$ cat src/hw/led_output_pkg.sv
// Constants shared by the flash LED control register bank
package led_output_pkg;
    localparam logic [6:0] DEV_ADDR = 7'h63;
    localparam int unsigned SCL_MAX_KHZ = 400;
    localparam logic [7:0] ADDR_RESET = 8'h00;
    localparam logic [7:0] ADDR_FEAT = 8'h08;
    localparam logic [7:0] ADDR_LEVEL = 8'h09;
    localparam logic [7:0] ADDR_ENABLE = 8'h0A;
    localparam logic [7:0] ADDR_FLAGS = 8'h0B;
    localparam logic [7:0] RST_DEFAULT = 8'h03;
    localparam logic [7:0] FEAT_DEFAULT = 8'h02;
    localparam logic [7:0] LEVEL_DEFAULT = 8'h0F;
    localparam logic [7:0] ENABLE_DEFAULT = 8'h70;
    localparam logic [7:0] FLAGS_DEFAULT = 8'h00;
    localparam logic [7:0] RST_RW_MASK = 8'h03;
    localparam logic [7:0] FLAGS_MASK = 8'h2F;
    localparam int unsigned RST_BIT = 7;
    localparam int unsigned FTO_LSB = 0;
    localparam int unsigned LVP_LSB = 4;
    localparam int unsigned FLASH_LSB = 0;
    localparam int unsigned TORCH_LSB = 5;
    localparam int unsigned EN_DRV_BIT = 0;
    localparam int unsigned EN_SEL_BIT = 1;
    localparam int unsigned EN_SREG_BIT = 2;
    localparam int unsigned EN_CS_BIT = 4;
    localparam int unsigned EN_STB_BIT = 5;
    localparam int unsigned EN_TX_BIT = 6;
    localparam int unsigned EN_INPUT_VOLTAGE_MONITOR_BIT = 7;
    localparam int unsigned FL_TO_BIT = 0;
    localparam int unsigned FL_OTP_BIT = 1;
    localparam int unsigned FL_SHORT_BIT = 2;
    localparam int unsigned FL_OVP_BIT = 3;
    localparam int unsigned FL_INPUT_VOLTAGE_MONITOR_BIT = 5;
    localparam logic [3:0] LVP_TOP_CODE = 4'h8;
    localparam logic [4:0] FLASH_TOP_CODE = 5'h0F;
    localparam int unsigned CLK_HZ = 100_000_000;
    localparam int unsigned FTO_STEP_MS = 100;
    localparam int unsigned FTO_STEP_CYC = FTO_STEP_MS * (CLK_HZ / 1000);
    typedef enum logic [2:0] {ST_IDLE, ST_DEV, ST_PTR, ST_WR, ST_RD} led_output_i2c_e;
endpackage : led_output_pkg

$ cat src/hw/led_output_sync.sv
// Two-flop synchroniser for inputs from outside the clock domain
`timescale 1ns/1ns
module led_output_sync #(
    parameter int unsigned W = 1
) (
    input wire logic i_clk,
    input wire logic i_rst_n,
    input wire logic [W-1:0] i_d,
    output logic [W-1:0] o_q
);
    logic [W-1:0] meta_ff;

    always_ff @(posedge i_clk or negedge i_rst_n)
    begin
        if (!i_rst_n)
        begin
            meta_ff <= '0;
            o_q <= '0;
        end
        else
        begin
            meta_ff <= i_d;
            o_q <= meta_ff;
        end
    end
endmodule : led_output_sync

$ cat src/hw/led_output_i2c_regs.sv
// I2C slave register bank and flash timing of the flash LED driver
// What this block does
// - Answers as I2C slave at seven-bit address 1100011 only.
// - Serial interface works at fast-mode rates up to 400 kb/s.
// - Writing one to bit 7 of register 0x00 restores all register defaults.
// - Timeout code 000..111 selects 100 ms..800 ms flash limit.
// - Battery threshold codes 0000..0111 select 3.0 V..3.7 V.
// - Battery threshold codes 1000..1111 all select 3.8 V.
// - Torch code bits 7:5 of 0x09 select torch current.
// - Flash code bits 4:0 of 0x09 select current; 01111 and above saturate.
// - Enable bit 4 gates the LED current source; default enabled.
// - Short flag sets on short detect, clears on read.
// - Overvoltage flag bit 3 sets on trip, clears on read.
`timescale 1ns/1ns
module led_output_i2c_regs
    import led_output_pkg::*;
#(
    parameter int unsigned P_FTO_STEP_CYC = FTO_STEP_CYC
) (
    input wire logic i_mclk,
    input wire logic i_rst_n,
    input wire logic i_scl,
    input wire logic i_sda,
    output logic o_sda,
    output logic o_sda_oe,
    input wire logic i_strobe,
    input wire logic i_tx_mask,
    input wire logic i_short_det,
    input wire logic i_ovp_det,
    input wire logic i_input_voltage_monitor_det,
    input wire logic i_otp_det,
    output logic o_led_enable,
    output logic o_flash_on,
    output logic o_torch_on,
    output logic [4:0] o_flash_level,
    output logic [2:0] o_torch_level,
    output logic [2:0] o_timeout_code,
    output logic [3:0] o_batt_threshold,
    output logic o_input_voltage_monitor_enable
);
    logic rst_meta_ff, rst_n;
    logic scl_s, sda_s, strobe_s, tx_s, short_s, ovp_s, input_voltage_monitor_s, otp_s;
    logic scl_n_s, sda_n_s;
    logic scl_d_ff, sda_d_ff;
    logic start, stop, rise, fall;
    led_output_i2c_e state_ff;
    logic [3:0] bit_cnt_ff;
    logic [7:0] shift_ff, ptr_ff, rd_data;
    logic rw_ff, mack_ff, wr_stb, rd_stb, srst_ff;
    logic [7:0] rst_reg_ff, feat_ff, level_ff, enable_ff, flags_ff, flag_set;
    logic [31:0] step_cnt_ff;
    logic [2:0] steps_ff;
    logic expired_ff, trig, to_ev, flash_nxt, torch_nxt;

    // Reset release through two flops
    always_ff @(posedge i_mclk or negedge i_rst_n)
    begin
        if (!i_rst_n)
        begin
            rst_meta_ff <= 1'b0;
            rst_n <= 1'b0;
        end
        else
        begin
            rst_meta_ff <= 1'b1;
            rst_n <= rst_meta_ff;
        end
    end

    // Pins sampled ahead of the slave; oversampling covers 400 kb/s
    led_output_sync #(.W(8)) u_sync (
        .i_clk(i_mclk),
        .i_rst_n(rst_n),
        .i_d({~i_scl, ~i_sda, i_strobe, i_tx_mask, i_short_det, i_ovp_det, i_input_voltage_monitor_det, i_otp_det}),
        .o_q({scl_n_s, sda_n_s, strobe_s, tx_s, short_s, ovp_s, input_voltage_monitor_s, otp_s})
    );

    // Bus pins pass inverted so the synchroniser's reset value matches an idle bus
    assign scl_s = ~scl_n_s;
    assign sda_s = ~sda_n_s;

    always_ff @(posedge i_mclk or negedge rst_n)
    begin
        if (!rst_n)
        begin
            scl_d_ff <= 1'b1;
            sda_d_ff <= 1'b1;
        end
        else
        begin
            scl_d_ff <= scl_s;
            sda_d_ff <= sda_s;
        end
    end

    assign start = scl_s & scl_d_ff & sda_d_ff & ~sda_s;
    assign stop = scl_s & scl_d_ff & ~sda_d_ff & sda_s;
    assign rise = scl_s & ~scl_d_ff;
    assign fall = ~scl_s & scl_d_ff;
    assign wr_stb = fall && bit_cnt_ff == 4'h7 && state_ff == ST_WR;
    assign rd_stb = fall && bit_cnt_ff == 4'h8 && ((state_ff == ST_DEV && rw_ff) || (state_ff == ST_RD && mack_ff));

    always_comb
    begin
        unique case (ptr_ff)
            ADDR_RESET: rd_data = rst_reg_ff & RST_RW_MASK;
            ADDR_FEAT: rd_data = feat_ff;
            ADDR_LEVEL: rd_data = level_ff;
            ADDR_ENABLE: rd_data = enable_ff;
            ADDR_FLAGS: rd_data = flags_ff;
            default: rd_data = 8'h00;
        endcase
    end

    // Serial slave: sample on SCL rise, drive SDA after SCL fall
    always_ff @(posedge i_mclk or negedge rst_n)
    begin
        if (!rst_n)
        begin
            state_ff <= ST_IDLE;
            bit_cnt_ff <= 4'h0;
            shift_ff <= 8'h00;
            ptr_ff <= 8'h00;
            rw_ff <= 1'b0;
            mack_ff <= 1'b0;
            o_sda_oe <= 1'b0;
        end
        else if (start)
        begin
            state_ff <= ST_DEV;
            // The clock fall that closes the start is no data bit; it wraps the count to zero
            bit_cnt_ff <= 4'hF;
            o_sda_oe <= 1'b0;
        end
        else if (stop)
        begin
            state_ff <= ST_IDLE;
            o_sda_oe <= 1'b0;
        end
        else if (state_ff != ST_IDLE)
        begin
            if (rise && bit_cnt_ff < 4'h8 && state_ff != ST_RD)
                shift_ff <= {shift_ff[6:0], sda_s};
            if (rise && bit_cnt_ff == 4'h8 && state_ff == ST_RD)
                mack_ff <= ~sda_s;
            if (fall && bit_cnt_ff == 4'h7)
            begin
                bit_cnt_ff <= 4'h8;
                unique case (state_ff)
                    ST_DEV:
                    begin
                        if (shift_ff[7:1] == DEV_ADDR)
                        begin
                            o_sda_oe <= 1'b1;
                            rw_ff <= shift_ff[0];
                        end
                        else
                            state_ff <= ST_IDLE;
                    end
                    ST_PTR:
                    begin
                        ptr_ff <= shift_ff;
                        o_sda_oe <= 1'b1;
                    end
                    ST_WR: o_sda_oe <= 1'b1;
                    ST_RD: o_sda_oe <= 1'b0;
                    ST_IDLE: ;
                endcase
            end
            else if (fall && bit_cnt_ff == 4'h8)
            begin
                bit_cnt_ff <= 4'h0;
                o_sda_oe <= 1'b0;
                if (rd_stb)
                begin
                    state_ff <= ST_RD;
                    shift_ff <= rd_data;
                    o_sda_oe <= ~rd_data[7];
                    ptr_ff <= ptr_ff + 8'h01;
                end
                else
                begin
                    unique case (state_ff)
                        ST_DEV: state_ff <= ST_PTR;
                        ST_PTR: state_ff <= ST_WR;
                        ST_WR: ptr_ff <= ptr_ff + 8'h01;
                        ST_RD: state_ff <= ST_IDLE;
                        ST_IDLE: ;
                    endcase
                end
            end
            else if (fall)
            begin
                bit_cnt_ff <= bit_cnt_ff + 4'h1;
                if (state_ff == ST_RD)
                begin
                    shift_ff <= {shift_ff[6:0], 1'b0};
                    o_sda_oe <= ~shift_ff[6];
                end
            end
        end
    end

    // Open drain: the line is only ever pulled low
    always_ff @(posedge i_mclk or negedge rst_n)
    begin
        if (!rst_n)
            o_sda <= 1'b0;
        else
            o_sda <= 1'b0;
    end

    // Soft reset pulse follows a write of the reset bit
    always_ff @(posedge i_mclk or negedge rst_n)
    begin
        if (!rst_n)
            srst_ff <= 1'b0;
        else
            srst_ff <= wr_stb && ptr_ff == ADDR_RESET && shift_ff[RST_BIT];
    end

    always_ff @(posedge i_mclk or negedge rst_n)
    begin
        if (!rst_n)
        begin
            rst_reg_ff <= RST_DEFAULT;
            feat_ff <= FEAT_DEFAULT;
            level_ff <= LEVEL_DEFAULT;
            enable_ff <= ENABLE_DEFAULT;
        end
        else if (srst_ff)
        begin
            rst_reg_ff <= RST_DEFAULT;
            feat_ff <= FEAT_DEFAULT;
            level_ff <= LEVEL_DEFAULT;
            enable_ff <= ENABLE_DEFAULT;
        end
        else if (wr_stb)
        begin
            unique case (ptr_ff)
                ADDR_RESET: rst_reg_ff <= shift_ff & RST_RW_MASK;
                ADDR_FEAT: feat_ff <= shift_ff;
                ADDR_LEVEL: level_ff <= shift_ff;
                ADDR_ENABLE: enable_ff <= shift_ff;
                default: ;
            endcase
        end
    end

    // Sticky fault flags; a new event wins over the read clear
    always_comb
    begin
        flag_set = 8'h00;
        flag_set[FL_TO_BIT] = to_ev;
        flag_set[FL_OTP_BIT] = otp_s;
        flag_set[FL_SHORT_BIT] = short_s;
        flag_set[FL_OVP_BIT] = ovp_s;
        flag_set[FL_INPUT_VOLTAGE_MONITOR_BIT] = input_voltage_monitor_s & enable_ff[EN_INPUT_VOLTAGE_MONITOR_BIT];
    end

    always_ff @(posedge i_mclk or negedge rst_n)
    begin
        if (!rst_n)
            flags_ff <= FLAGS_DEFAULT;
        else if (rd_stb && ptr_ff == ADDR_FLAGS)
            flags_ff <= flag_set & FLAGS_MASK;
        else if (srst_ff)
            flags_ff <= (FLAGS_DEFAULT | flag_set) & FLAGS_MASK;
        else
            flags_ff <= (flags_ff | flag_set) & FLAGS_MASK;
    end

    // Flash trigger by pin or register bit in flash mode
    assign trig = enable_ff[EN_DRV_BIT] & enable_ff[EN_SEL_BIT]
        & ((enable_ff[EN_STB_BIT] & strobe_s) | enable_ff[EN_SREG_BIT]);
    assign to_ev = trig && !expired_ff && step_cnt_ff == P_FTO_STEP_CYC - 1
        && steps_ff == feat_ff[FTO_LSB +: 3];

    always_ff @(posedge i_mclk or negedge rst_n)
    begin
        if (!rst_n)
        begin
            step_cnt_ff <= 32'h0;
            steps_ff <= 3'h0;
            expired_ff <= 1'b0;
        end
        else if (!trig || srst_ff)
        begin
            step_cnt_ff <= 32'h0;
            steps_ff <= 3'h0;
            expired_ff <= 1'b0;
        end
        else if (!expired_ff)
        begin
            if (step_cnt_ff == P_FTO_STEP_CYC - 1)
            begin
                step_cnt_ff <= 32'h0;
                if (to_ev)
                    expired_ff <= 1'b1;
                else
                    steps_ff <= steps_ff + 3'h1;
            end
            else
                step_cnt_ff <= step_cnt_ff + 32'h1;
        end
    end

    assign flash_nxt = trig & ~expired_ff & ~to_ev & ~(enable_ff[EN_TX_BIT] & tx_s);
    assign torch_nxt = enable_ff[EN_DRV_BIT] & (~enable_ff[EN_SEL_BIT]
        | (trig & ~expired_ff & ~to_ev & enable_ff[EN_TX_BIT] & tx_s));

    always_ff @(posedge i_mclk or negedge rst_n)
    begin
        if (!rst_n)
        begin
            o_led_enable <= 1'b0;
            o_flash_on <= 1'b0;
            o_torch_on <= 1'b0;
        end
        else
        begin
            o_led_enable <= enable_ff[EN_CS_BIT] & (flash_nxt | torch_nxt);
            o_flash_on <= enable_ff[EN_CS_BIT] & flash_nxt;
            o_torch_on <= enable_ff[EN_CS_BIT] & torch_nxt;
        end
    end

    always_ff @(posedge i_mclk or negedge rst_n)
    begin
        if (!rst_n)
        begin
            o_flash_level <= 5'h00;
            o_torch_level <= 3'h0;
            o_timeout_code <= 3'h0;
            o_batt_threshold <= 4'h0;
            o_input_voltage_monitor_enable <= 1'b0;
        end
        else
        begin
            o_flash_level <= (level_ff[FLASH_LSB +: 5] > FLASH_TOP_CODE) ? FLASH_TOP_CODE
                : level_ff[FLASH_LSB +: 5];
            o_torch_level <= level_ff[TORCH_LSB +: 3];
            o_timeout_code <= feat_ff[FTO_LSB +: 3];
            o_batt_threshold <= feat_ff[LVP_LSB + 3] ? LVP_TOP_CODE : feat_ff[LVP_LSB +: 4];
            o_input_voltage_monitor_enable <= enable_ff[EN_INPUT_VOLTAGE_MONITOR_BIT];
        end
    end

    property p_dev_nack;
        @(posedge i_mclk) disable iff (!rst_n)
        (fall && !start && !stop && state_ff == ST_DEV && bit_cnt_ff == 4'h7 && shift_ff[7:1] != DEV_ADDR)
            |=> (state_ff == ST_IDLE && !o_sda_oe);
    endproperty
    a_dev_nack: assert property (p_dev_nack) else $error("foreign address acknowledged");

    property p_srst;
        @(posedge i_mclk) disable iff (!rst_n)
        (wr_stb && ptr_ff == ADDR_RESET && shift_ff[RST_BIT])
            |-> ##2 (feat_ff == FEAT_DEFAULT && level_ff == LEVEL_DEFAULT && enable_ff == ENABLE_DEFAULT);
    endproperty
    a_srst: assert property (p_srst) else $error("soft reset left registers changed");

    property p_to_code;
        @(posedge i_mclk) disable iff (!rst_n)
        $rose(expired_ff) |-> $past(steps_ff) == $past(feat_ff[FTO_LSB +: 3]);
    endproperty
    a_to_code: assert property (p_to_code) else $error("timeout at wrong step");

    property p_batt_low;
        @(posedge i_mclk) disable iff (!rst_n)
        (!feat_ff[LVP_LSB + 3] && !srst_ff && !wr_stb) |=> o_batt_threshold == feat_ff[LVP_LSB +: 4];
    endproperty
    a_batt_low: assert property (p_batt_low) else $error("threshold code not passed");

    property p_batt_top;
        @(posedge i_mclk) disable iff (!rst_n)
        feat_ff[LVP_LSB + 3] |=> o_batt_threshold == LVP_TOP_CODE;
    endproperty
    a_batt_top: assert property (p_batt_top) else $error("threshold not saturated");

    property p_torch;
        @(posedge i_mclk) disable iff (!rst_n)
        (!srst_ff && !wr_stb) |=> o_torch_level == $past(level_ff[TORCH_LSB +: 3]);
    endproperty
    a_torch: assert property (p_torch) else $error("torch level mismatch");

    property p_flash_top;
        @(posedge i_mclk) disable iff (!rst_n)
        (level_ff[FLASH_LSB +: 5] >= FLASH_TOP_CODE) |=> o_flash_level == FLASH_TOP_CODE;
    endproperty
    a_flash_top: assert property (p_flash_top) else $error("flash level not saturated");

    property p_cs_off;
        @(posedge i_mclk) disable iff (!rst_n)
        !enable_ff[EN_CS_BIT] |=> (!o_led_enable && !o_flash_on && !o_torch_on);
    endproperty
    a_cs_off: assert property (p_cs_off) else $error("LED driven with source disabled");

    property p_short_flag;
        @(posedge i_mclk) disable iff (!rst_n)
        short_s |=> flags_ff[FL_SHORT_BIT];
    endproperty
    a_short_flag: assert property (p_short_flag) else $error("short event lost");

    property p_ovp_clr;
        @(posedge i_mclk) disable iff (!rst_n)
        (rd_stb && ptr_ff == ADDR_FLAGS && !ovp_s) |=> !flags_ff[FL_OVP_BIT];
    endproperty
    a_ovp_clr: assert property (p_ovp_clr) else $error("overvoltage flag kept after read");

    property p_hold_off;
        @(posedge i_mclk) disable iff (!rst_n)
        to_ev |=> (!o_flash_on [*2]);
    endproperty
    a_hold_off: assert property (p_hold_off) else $error("flash past timeout");

    property p_rd_ptr;
        @(posedge i_mclk) disable iff (!rst_n)
        rd_stb && !start && !stop |=> (state_ff == ST_RD && ptr_ff == $past(ptr_ff) + 8'h01);
    endproperty
    a_rd_ptr: assert property (p_rd_ptr) else $error("read did not advance");

    c_write: cover property (@(posedge i_mclk) disable iff (!rst_n) wr_stb);
    c_read_flags: cover property (@(posedge i_mclk) disable iff (!rst_n) rd_stb && ptr_ff == ADDR_FLAGS);
    c_timeout: cover property (@(posedge i_mclk) disable iff (!rst_n) to_ev);
    c_tx_torch: cover property (@(posedge i_mclk) disable iff (!rst_n) trig && o_torch_on);
endmodule : led_output_i2c_regs

$ cat config.mk
export PLATFORM = sky130hd
export DESIGN_NAME = led_output_i2c_regs
export DESIGN_NICKNAME = d
export VERILOG_FILES = /design/src/hw/led_output_pkg.sv /design/src/hw/led_output_sync.sv /design/src/hw/led_output_i2c_regs.sv
export SDC_FILE = /design/constraint.sdc
export NUM_CORES = 1
export LEC_CHECK = 0
export BUFFER_PORTS_ARGS = -buffer_cell sky130_fd_sc_hd__buf_2
export CORE_MARGIN = 2
export CORE_UTILIZATION = 60
export CTS_CLUSTER_DIAMETER = 200
export CTS_CLUSTER_SIZE = 12
export DETAILED_ROUTE_END_ITERATION = 8
export PLACE_DENSITY = 0.76
export SYNTH_ARGS = -nofsm -noshare
export SYNTH_HDL_FRONTEND = slang
export SYNTH_SLANG_ARGS = --single-unit
$ cat constraint.sdc
create_clock -name i_mclk -period 9.8 [get_ports i_mclk]
set_input_delay 1.47 -clock i_mclk [delete_from_list [all_inputs] [get_ports i_mclk]]
set_output_delay 1.47 -clock i_mclk [all_outputs]
set_load 0.05 [all_outputs]
==> metrics.txt <==
# TYPE chip_impl_metric gauge
chip_impl_metric{name="holdPathStages",unit=""} 0
chip_impl_info{name="worst_r2r_endpoint",value="step_cnt_ff[16]"} 1
chip_impl_info{name="min_from",value="u_sync.meta_ff[6]"} 1
chip_impl_metric{name="cp_data_required_time",unit="ps"} 10170
chip_impl_metric{name="sequential_standard_cell_area",unit="sq um"} 3350
chip_impl_metric{name="first_global_vias",unit=""} 5173
chip_impl_metric{name="timing.final.max_slew_violations",unit=""} 0
chip_impl_metric{name="power.share.clock",unit="%"} 41.6
chip_impl_metric{name="fmaxAchievable",unit="GHz"} 0.339
chip_impl_metric{name="floorplan.die_area",unit="sq um"} 11700
chip_impl_metric{name="number_of_synthesized_flops_with_an_enable_pin",unit=""} 0
chip_impl_metric{name="antenna_cells",unit=""} 0
chip_impl_metric{name="synth_xor_xnor_area_share",unit="%"} 3.37
chip_impl_metric{name="netlist_area",unit="sq um"} 6500
chip_impl_metric{name="vdd_drop_max",unit="mV"} 0.207
chip_impl_metric{name="post_route_cells_drive_above_1_share",unit="%"} 13.6
chip_impl_info{name="grt_setup_unrepaired",value="false"} 1
chip_impl_metric{name="total_leakage_power",unit="nW"} 3.15
chip_impl_metric{name="floorplan.io_pins",unit=""} 31
chip_impl_metric{name="antenna_found_initial",unit=""} 0
chip_impl_metric{name="total_switching_power",unit="W"} 0.000493
chip_impl_metric{name="fraction_of_the_cycle_the_final_worst_path_needs",unit="%"} 30.1
chip_impl_metric{name="ff2ff_path_depth",unit=""} 5
chip_impl_info{name="clk_root_buffer_cell",value="sky130_fd_sc_hd__clkbuf_8"} 1
chip_impl_metric{name="routabilityCongestion",unit=""} 0.929
chip_impl_info{name="cts_tree",value="yes"} 1
chip_impl_metric{name="fin_setup_tns",unit="ps"} 0
chip_impl_metric{name="worstSkewPairLatency",unit="ps"} 530
chip_impl_metric{name="clock_tree.buffer_depth",unit=""} 2
chip_impl_metric{name="gr-total-overflow",unit=""} 0
chip_impl_info{name="cp_cell_sequence",value="or4b_1 -> or4_4 -> or3_1 -> nand2_1 -> o21ai_0"} 1
chip_impl_metric{name="synth.ff_latch_count",unit=""} 133
chip_impl_info{name="timing.critical_path.to_type",value="flip-flop"} 1
chip_impl_metric{name="fp.dieW",unit="microns"} 108
chip_impl_metric{name="port_buffers",unit=""} 29
chip_impl_metric{name="met3WireLength",unit="microns"} 1130
chip_impl_metric{name="sequentialPowerShare",unit="%"} 42.9
chip_impl_metric{name="met2RoutedLength",unit="microns"} 7660
chip_impl_metric{name="post_cts_resize_count",unit=""} 0
chip_impl_metric{name="vias",unit=""} 5346
chip_impl_info{name="yosys.cell_count.top_type",value="sky130_fd_sc_hd__dfrtp_1"} 1
chip_impl_metric{name="grt_use_total",unit="%"} 29.0
chip_impl_metric{name="drt_drc_violations_left",unit=""} 0
chip_impl_metric{name="wire_length_of_the_first_global_routing_pass",unit="microns"} 25800
chip_impl_info{name="postSynth.topFlopCell",value="sky130_fd_sc_hd__dfrtp_1"} 1
chip_impl_metric{name="synth_cell_type_count",unit=""} 67
chip_impl_metric{name="finalWirelength",unit="microns"} 15700
chip_impl_metric{name="drtAntennaViolNets",unit=""} 0
chip_impl_info{name="uppermost_signal_routing_layer_after_detailed_routing",value="met4"} 1
chip_impl_metric{name="synth_mux_area_share",unit="%"} 1.19
chip_impl_info{name="startpoint_types",value="flip-flop"} 1
chip_impl_metric{name="ys_async_sr_fraction",unit="%"} 100
chip_impl_metric{name="dp_cells",unit=""} 801
chip_impl_metric{name="ctsHtreeMaxLevel",unit=""} 4
chip_impl_info{name="dominant_combinational_cell_family_by_area_after_synthesis",value="simple AND/OR/NAND/NOR gates"} 1
chip_impl_metric{name="synth.yosys.warnings",unit=""} 0
chip_impl_metric{name="worst_clock_skew_on_the_final_layout",unit="ps"} 8.69
chip_impl_metric{name="fin_cells",unit=""} 833
chip_impl_metric{name="switching_part_of_the_total_power",unit="%"} 29.8
chip_impl_info{name="worst_hold_path.endpoint",value="u_sync.o_q[6]"} 1
chip_impl_metric{name="rows",unit=""} 37
chip_impl_metric{name="post-cts-setup-buffers",unit=""} 0
chip_impl_metric{name="count_of_final_hold_check_violations",unit=""} 0
chip_impl_metric{name="fin_total_pwr",unit="W"} 0.00166
chip_impl_metric{name="synth.yosys.seq_area_share",unit="%"} 51.4
chip_impl_metric{name="drt_first_iter_violations",unit=""} 528
chip_impl_info{name="cp_slowest_cell",value="sky130_fd_sc_hd__nand2_1"} 1
chip_impl_metric{name="start_util",unit="%"} 62.4
chip_impl_metric{name="numCtsBuffers",unit=""} 17
chip_impl_info{name="outcome",value="finished, final reports clean"} 1
chip_impl_metric{name="cts.clk_slew.worst_paths",unit="ps"} 60
chip_impl_metric{name="power.density",unit="nW/um^2"} 226
chip_impl_metric{name="filler_cell_count",unit=""} 776
chip_impl_metric{name="drt_first_pass_iters",unit=""} 5
chip_impl_metric{name="p_int",unit="W"} 0.00116
chip_impl_info{name="most_used_standard_cells_in_the_synthesized_netlist",value="121 x sky130_fd_sc_hd__dfrtp_1, 96 x sky130_fd_sc_hd__nand2_1, 45 x sky130_fd_sc_hd__nor2_1"} 1
chip_impl_metric{name="worst-slew-pin-transition",unit="ps"} 1010
chip_impl_metric{name="clkSinkCount",unit=""} 133
chip_impl_metric{name="yosys.area_share.simple",unit="%"} 24.7
chip_impl_metric{name="period_minus_slack",unit="ps"} 2950
chip_impl_metric{name="vias_per_cell",unit=""} 6.42
chip_impl_metric{name="synth_compound_gate_area_share",unit="%"} 14.3
chip_impl_metric{name="cap_viol_max_count",unit=""} 0
chip_impl_metric{name="fraction_of_post_synthesis_cell_area_in_the_top_cell_type_by_area",unit="%"} 46.6
chip_impl_metric{name="worstPathMaxFanout",unit=""} 22
chip_impl_metric{name="wl_met1",unit="microns"} 6660
chip_impl_metric{name="grt_max_degree",unit=""} 80
chip_impl_metric{name="dpl.hpwl",unit="microns"} 10500
chip_impl_metric{name="layout.nets",unit=""} 702
chip_impl_metric{name="arrival",unit="ps"} 3320
chip_impl_info{name="startpoint_of_the_worst_slack_reg_to_reg_timing_path",value="step_cnt_ff[18]"} 1
chip_impl_metric{name="adder_and_majority_cell_fraction_of_the_synthesized_area",unit="%"} 1.54
chip_impl_metric{name="power_frac_comb",unit="%"} 15.5
chip_impl_metric{name="postSynthCellCount",unit=""} 670
chip_impl_metric{name="setup_violating_endpoint_count_in_the_final_report",unit=""} 0
chip_impl_info{name="worst_hold_path_type",value="reg2reg"} 1
chip_impl_metric{name="hold_bufs_inserted_after_cts",unit=""} 0
chip_impl_metric{name="maxSlewHeadroom",unit="%"} 32.7
chip_impl_info{name="synth_area_leaders",value="sky130_fd_sc_hd__dfrtp_1 47%, sky130_fd_sc_hd__nand2_1 5.5%, sky130_fd_sc_hd__dfstp_2 4.9%, sky130_fd_sc_hd__a21oi_1 3.0%, sky130_fd_sc_hd__nor2_1 2.6%"} 1
chip_impl_metric{name="placeableCoreArea",unit="sq um"} 10400
chip_impl_metric{name="critical_path.max_stage_delay",unit="ps"} 590
chip_impl_metric{name="multi_input_area",unit="sq um"} 2940
chip_impl_metric{name="syn-mean-instance-area",unit="sq um"} 9.70
chip_impl_metric{name="die_h",unit="microns"} 108
chip_impl_info{name="synth_top_area_cell",value="sky130_fd_sc_hd__dfrtp_1"} 1
chip_impl_metric{name="wire_per_inst",unit="microns"} 18.8
chip_impl_info{name="crit_path_category",value="reg2reg"} 1
chip_impl_metric{name="worst-r2r-setup-slack",unit="ps"} 6850
chip_impl_metric{name="layout-area-overhead-vs-synth",unit="%"} 12.7
==> worst max-delay path: cells and delay by family, from the launching register on <==
family	cells	cell delay [ps]
AOI/OAI and AO/OA	1	210
and+or+nand+nor	4	2120
DFF	1	460
==> per-stage QoR <==
step                instance area, sq um  setup slack [ps]  utilization, %  hold WS (ps)
global route                        7330              6610            70.3           357
finish                              7330              6850            70.3           347
floorplan                           6500              5840               -           331
global placement                    6680              6910            64.1           332
CTS                                 7330              6830            70.3           348
detailed placement                  6680              6820            64.1           335
==> routing by layer <==
metal,vias up,GRT usage (%)
met5,-,0
met4,0,11.2
met3,29,7.47
met2,246,45.4
met1,2620,39.1
li1,2451,-
==> area by class of cell <==
| cell class | count | share of cell area, % |
|---|---|---|
| inverters | 18 | 0.922 |
| flip-flops and latches | 133 | 45.7 |
| clock inverters | 14 | 3.01 |
| multi-input cells | 484 | 40.1 |
| repair buffers | 30 | 2.08 |
| clock buffers | 18 | 5.84 |
| well taps | 136 | 2.32 |
==> state kept, by name, indices dropped and copies added, names as in the netlist, 2 cells and up <==
name and flops:
state_ff 3, o_flash_level 5, o_torch_level 3, bit_cnt_ff 4, u_sync.meta_ff 8, enable_ff 8
feat_ff 8, ptr_ff 8, u_sync.o_q 8, steps_ff 3, rst_reg_ff 2, o_timeout_code 3
flags_ff 5, o_batt_threshold 4, level_ff 8, step_cnt_ff 32, shift_ff 8
==> power groups by stage <==
stage                     registers [W]  clock network [W]  logic (W)
final                          0.000711           0.000690   0.000257
after global routing           0.000720           0.000729   0.000280
after CTS                      0.000707           0.000701   0.000255
after detailed placement       0.000716                  0   0.000253
after global placement         0.000712                  0   0.000243
after floorplan                0.000710                  0   0.000180
==> kinds of logic after synthesis <==
kind of cell | count (synthesis)
compound gates | 137
xor+xnor | 25
fa+ha+maj | 8
buf+inv | 54
flops | 133
mux | 7
other cells | 2
simple gates | 304
==> worst max-delay path by stage <==
stage,start,endpoint,slack (ps)
2_1_floorplan,rst_n,bit_cnt_ff[0],5840
4_1_cts,step_cnt_ff[18],step_cnt_ff[16],6830
6_report,step_cnt_ff[18],step_cnt_ff[16],6850
3_3_place_gp,step_cnt_ff[18],step_cnt_ff[16],6910
3_5_place_dp,step_cnt_ff[18],step_cnt_ff[16],6820
5_1_grt,step_cnt_ff[18],step_cnt_ff[16],6610
==> cells in the final DEF, fill, tap and decap left out, drive strengths merged, types with 6 or more instances in the layout <==
master	n
nand4	16
and3	16
a31oi	7
nor2	45
and2	8
or3	6
a22o	9
inv	22
a21oi	39
nand2	96
nor2b	9
xnor2	16
dfstp	12
xor2	9
and4	6
nor4	11
a22oi	9
mux2	6
o31ai	7
or4	10
buf	30
o21ai	15
ha	8
nor3	13
nand3b	14
dfrtp	121
a21o	6
or2	6
clkbuf	18
o211ai	7
o22ai	6
nand3	25
(Power assumes the default switching activity.)
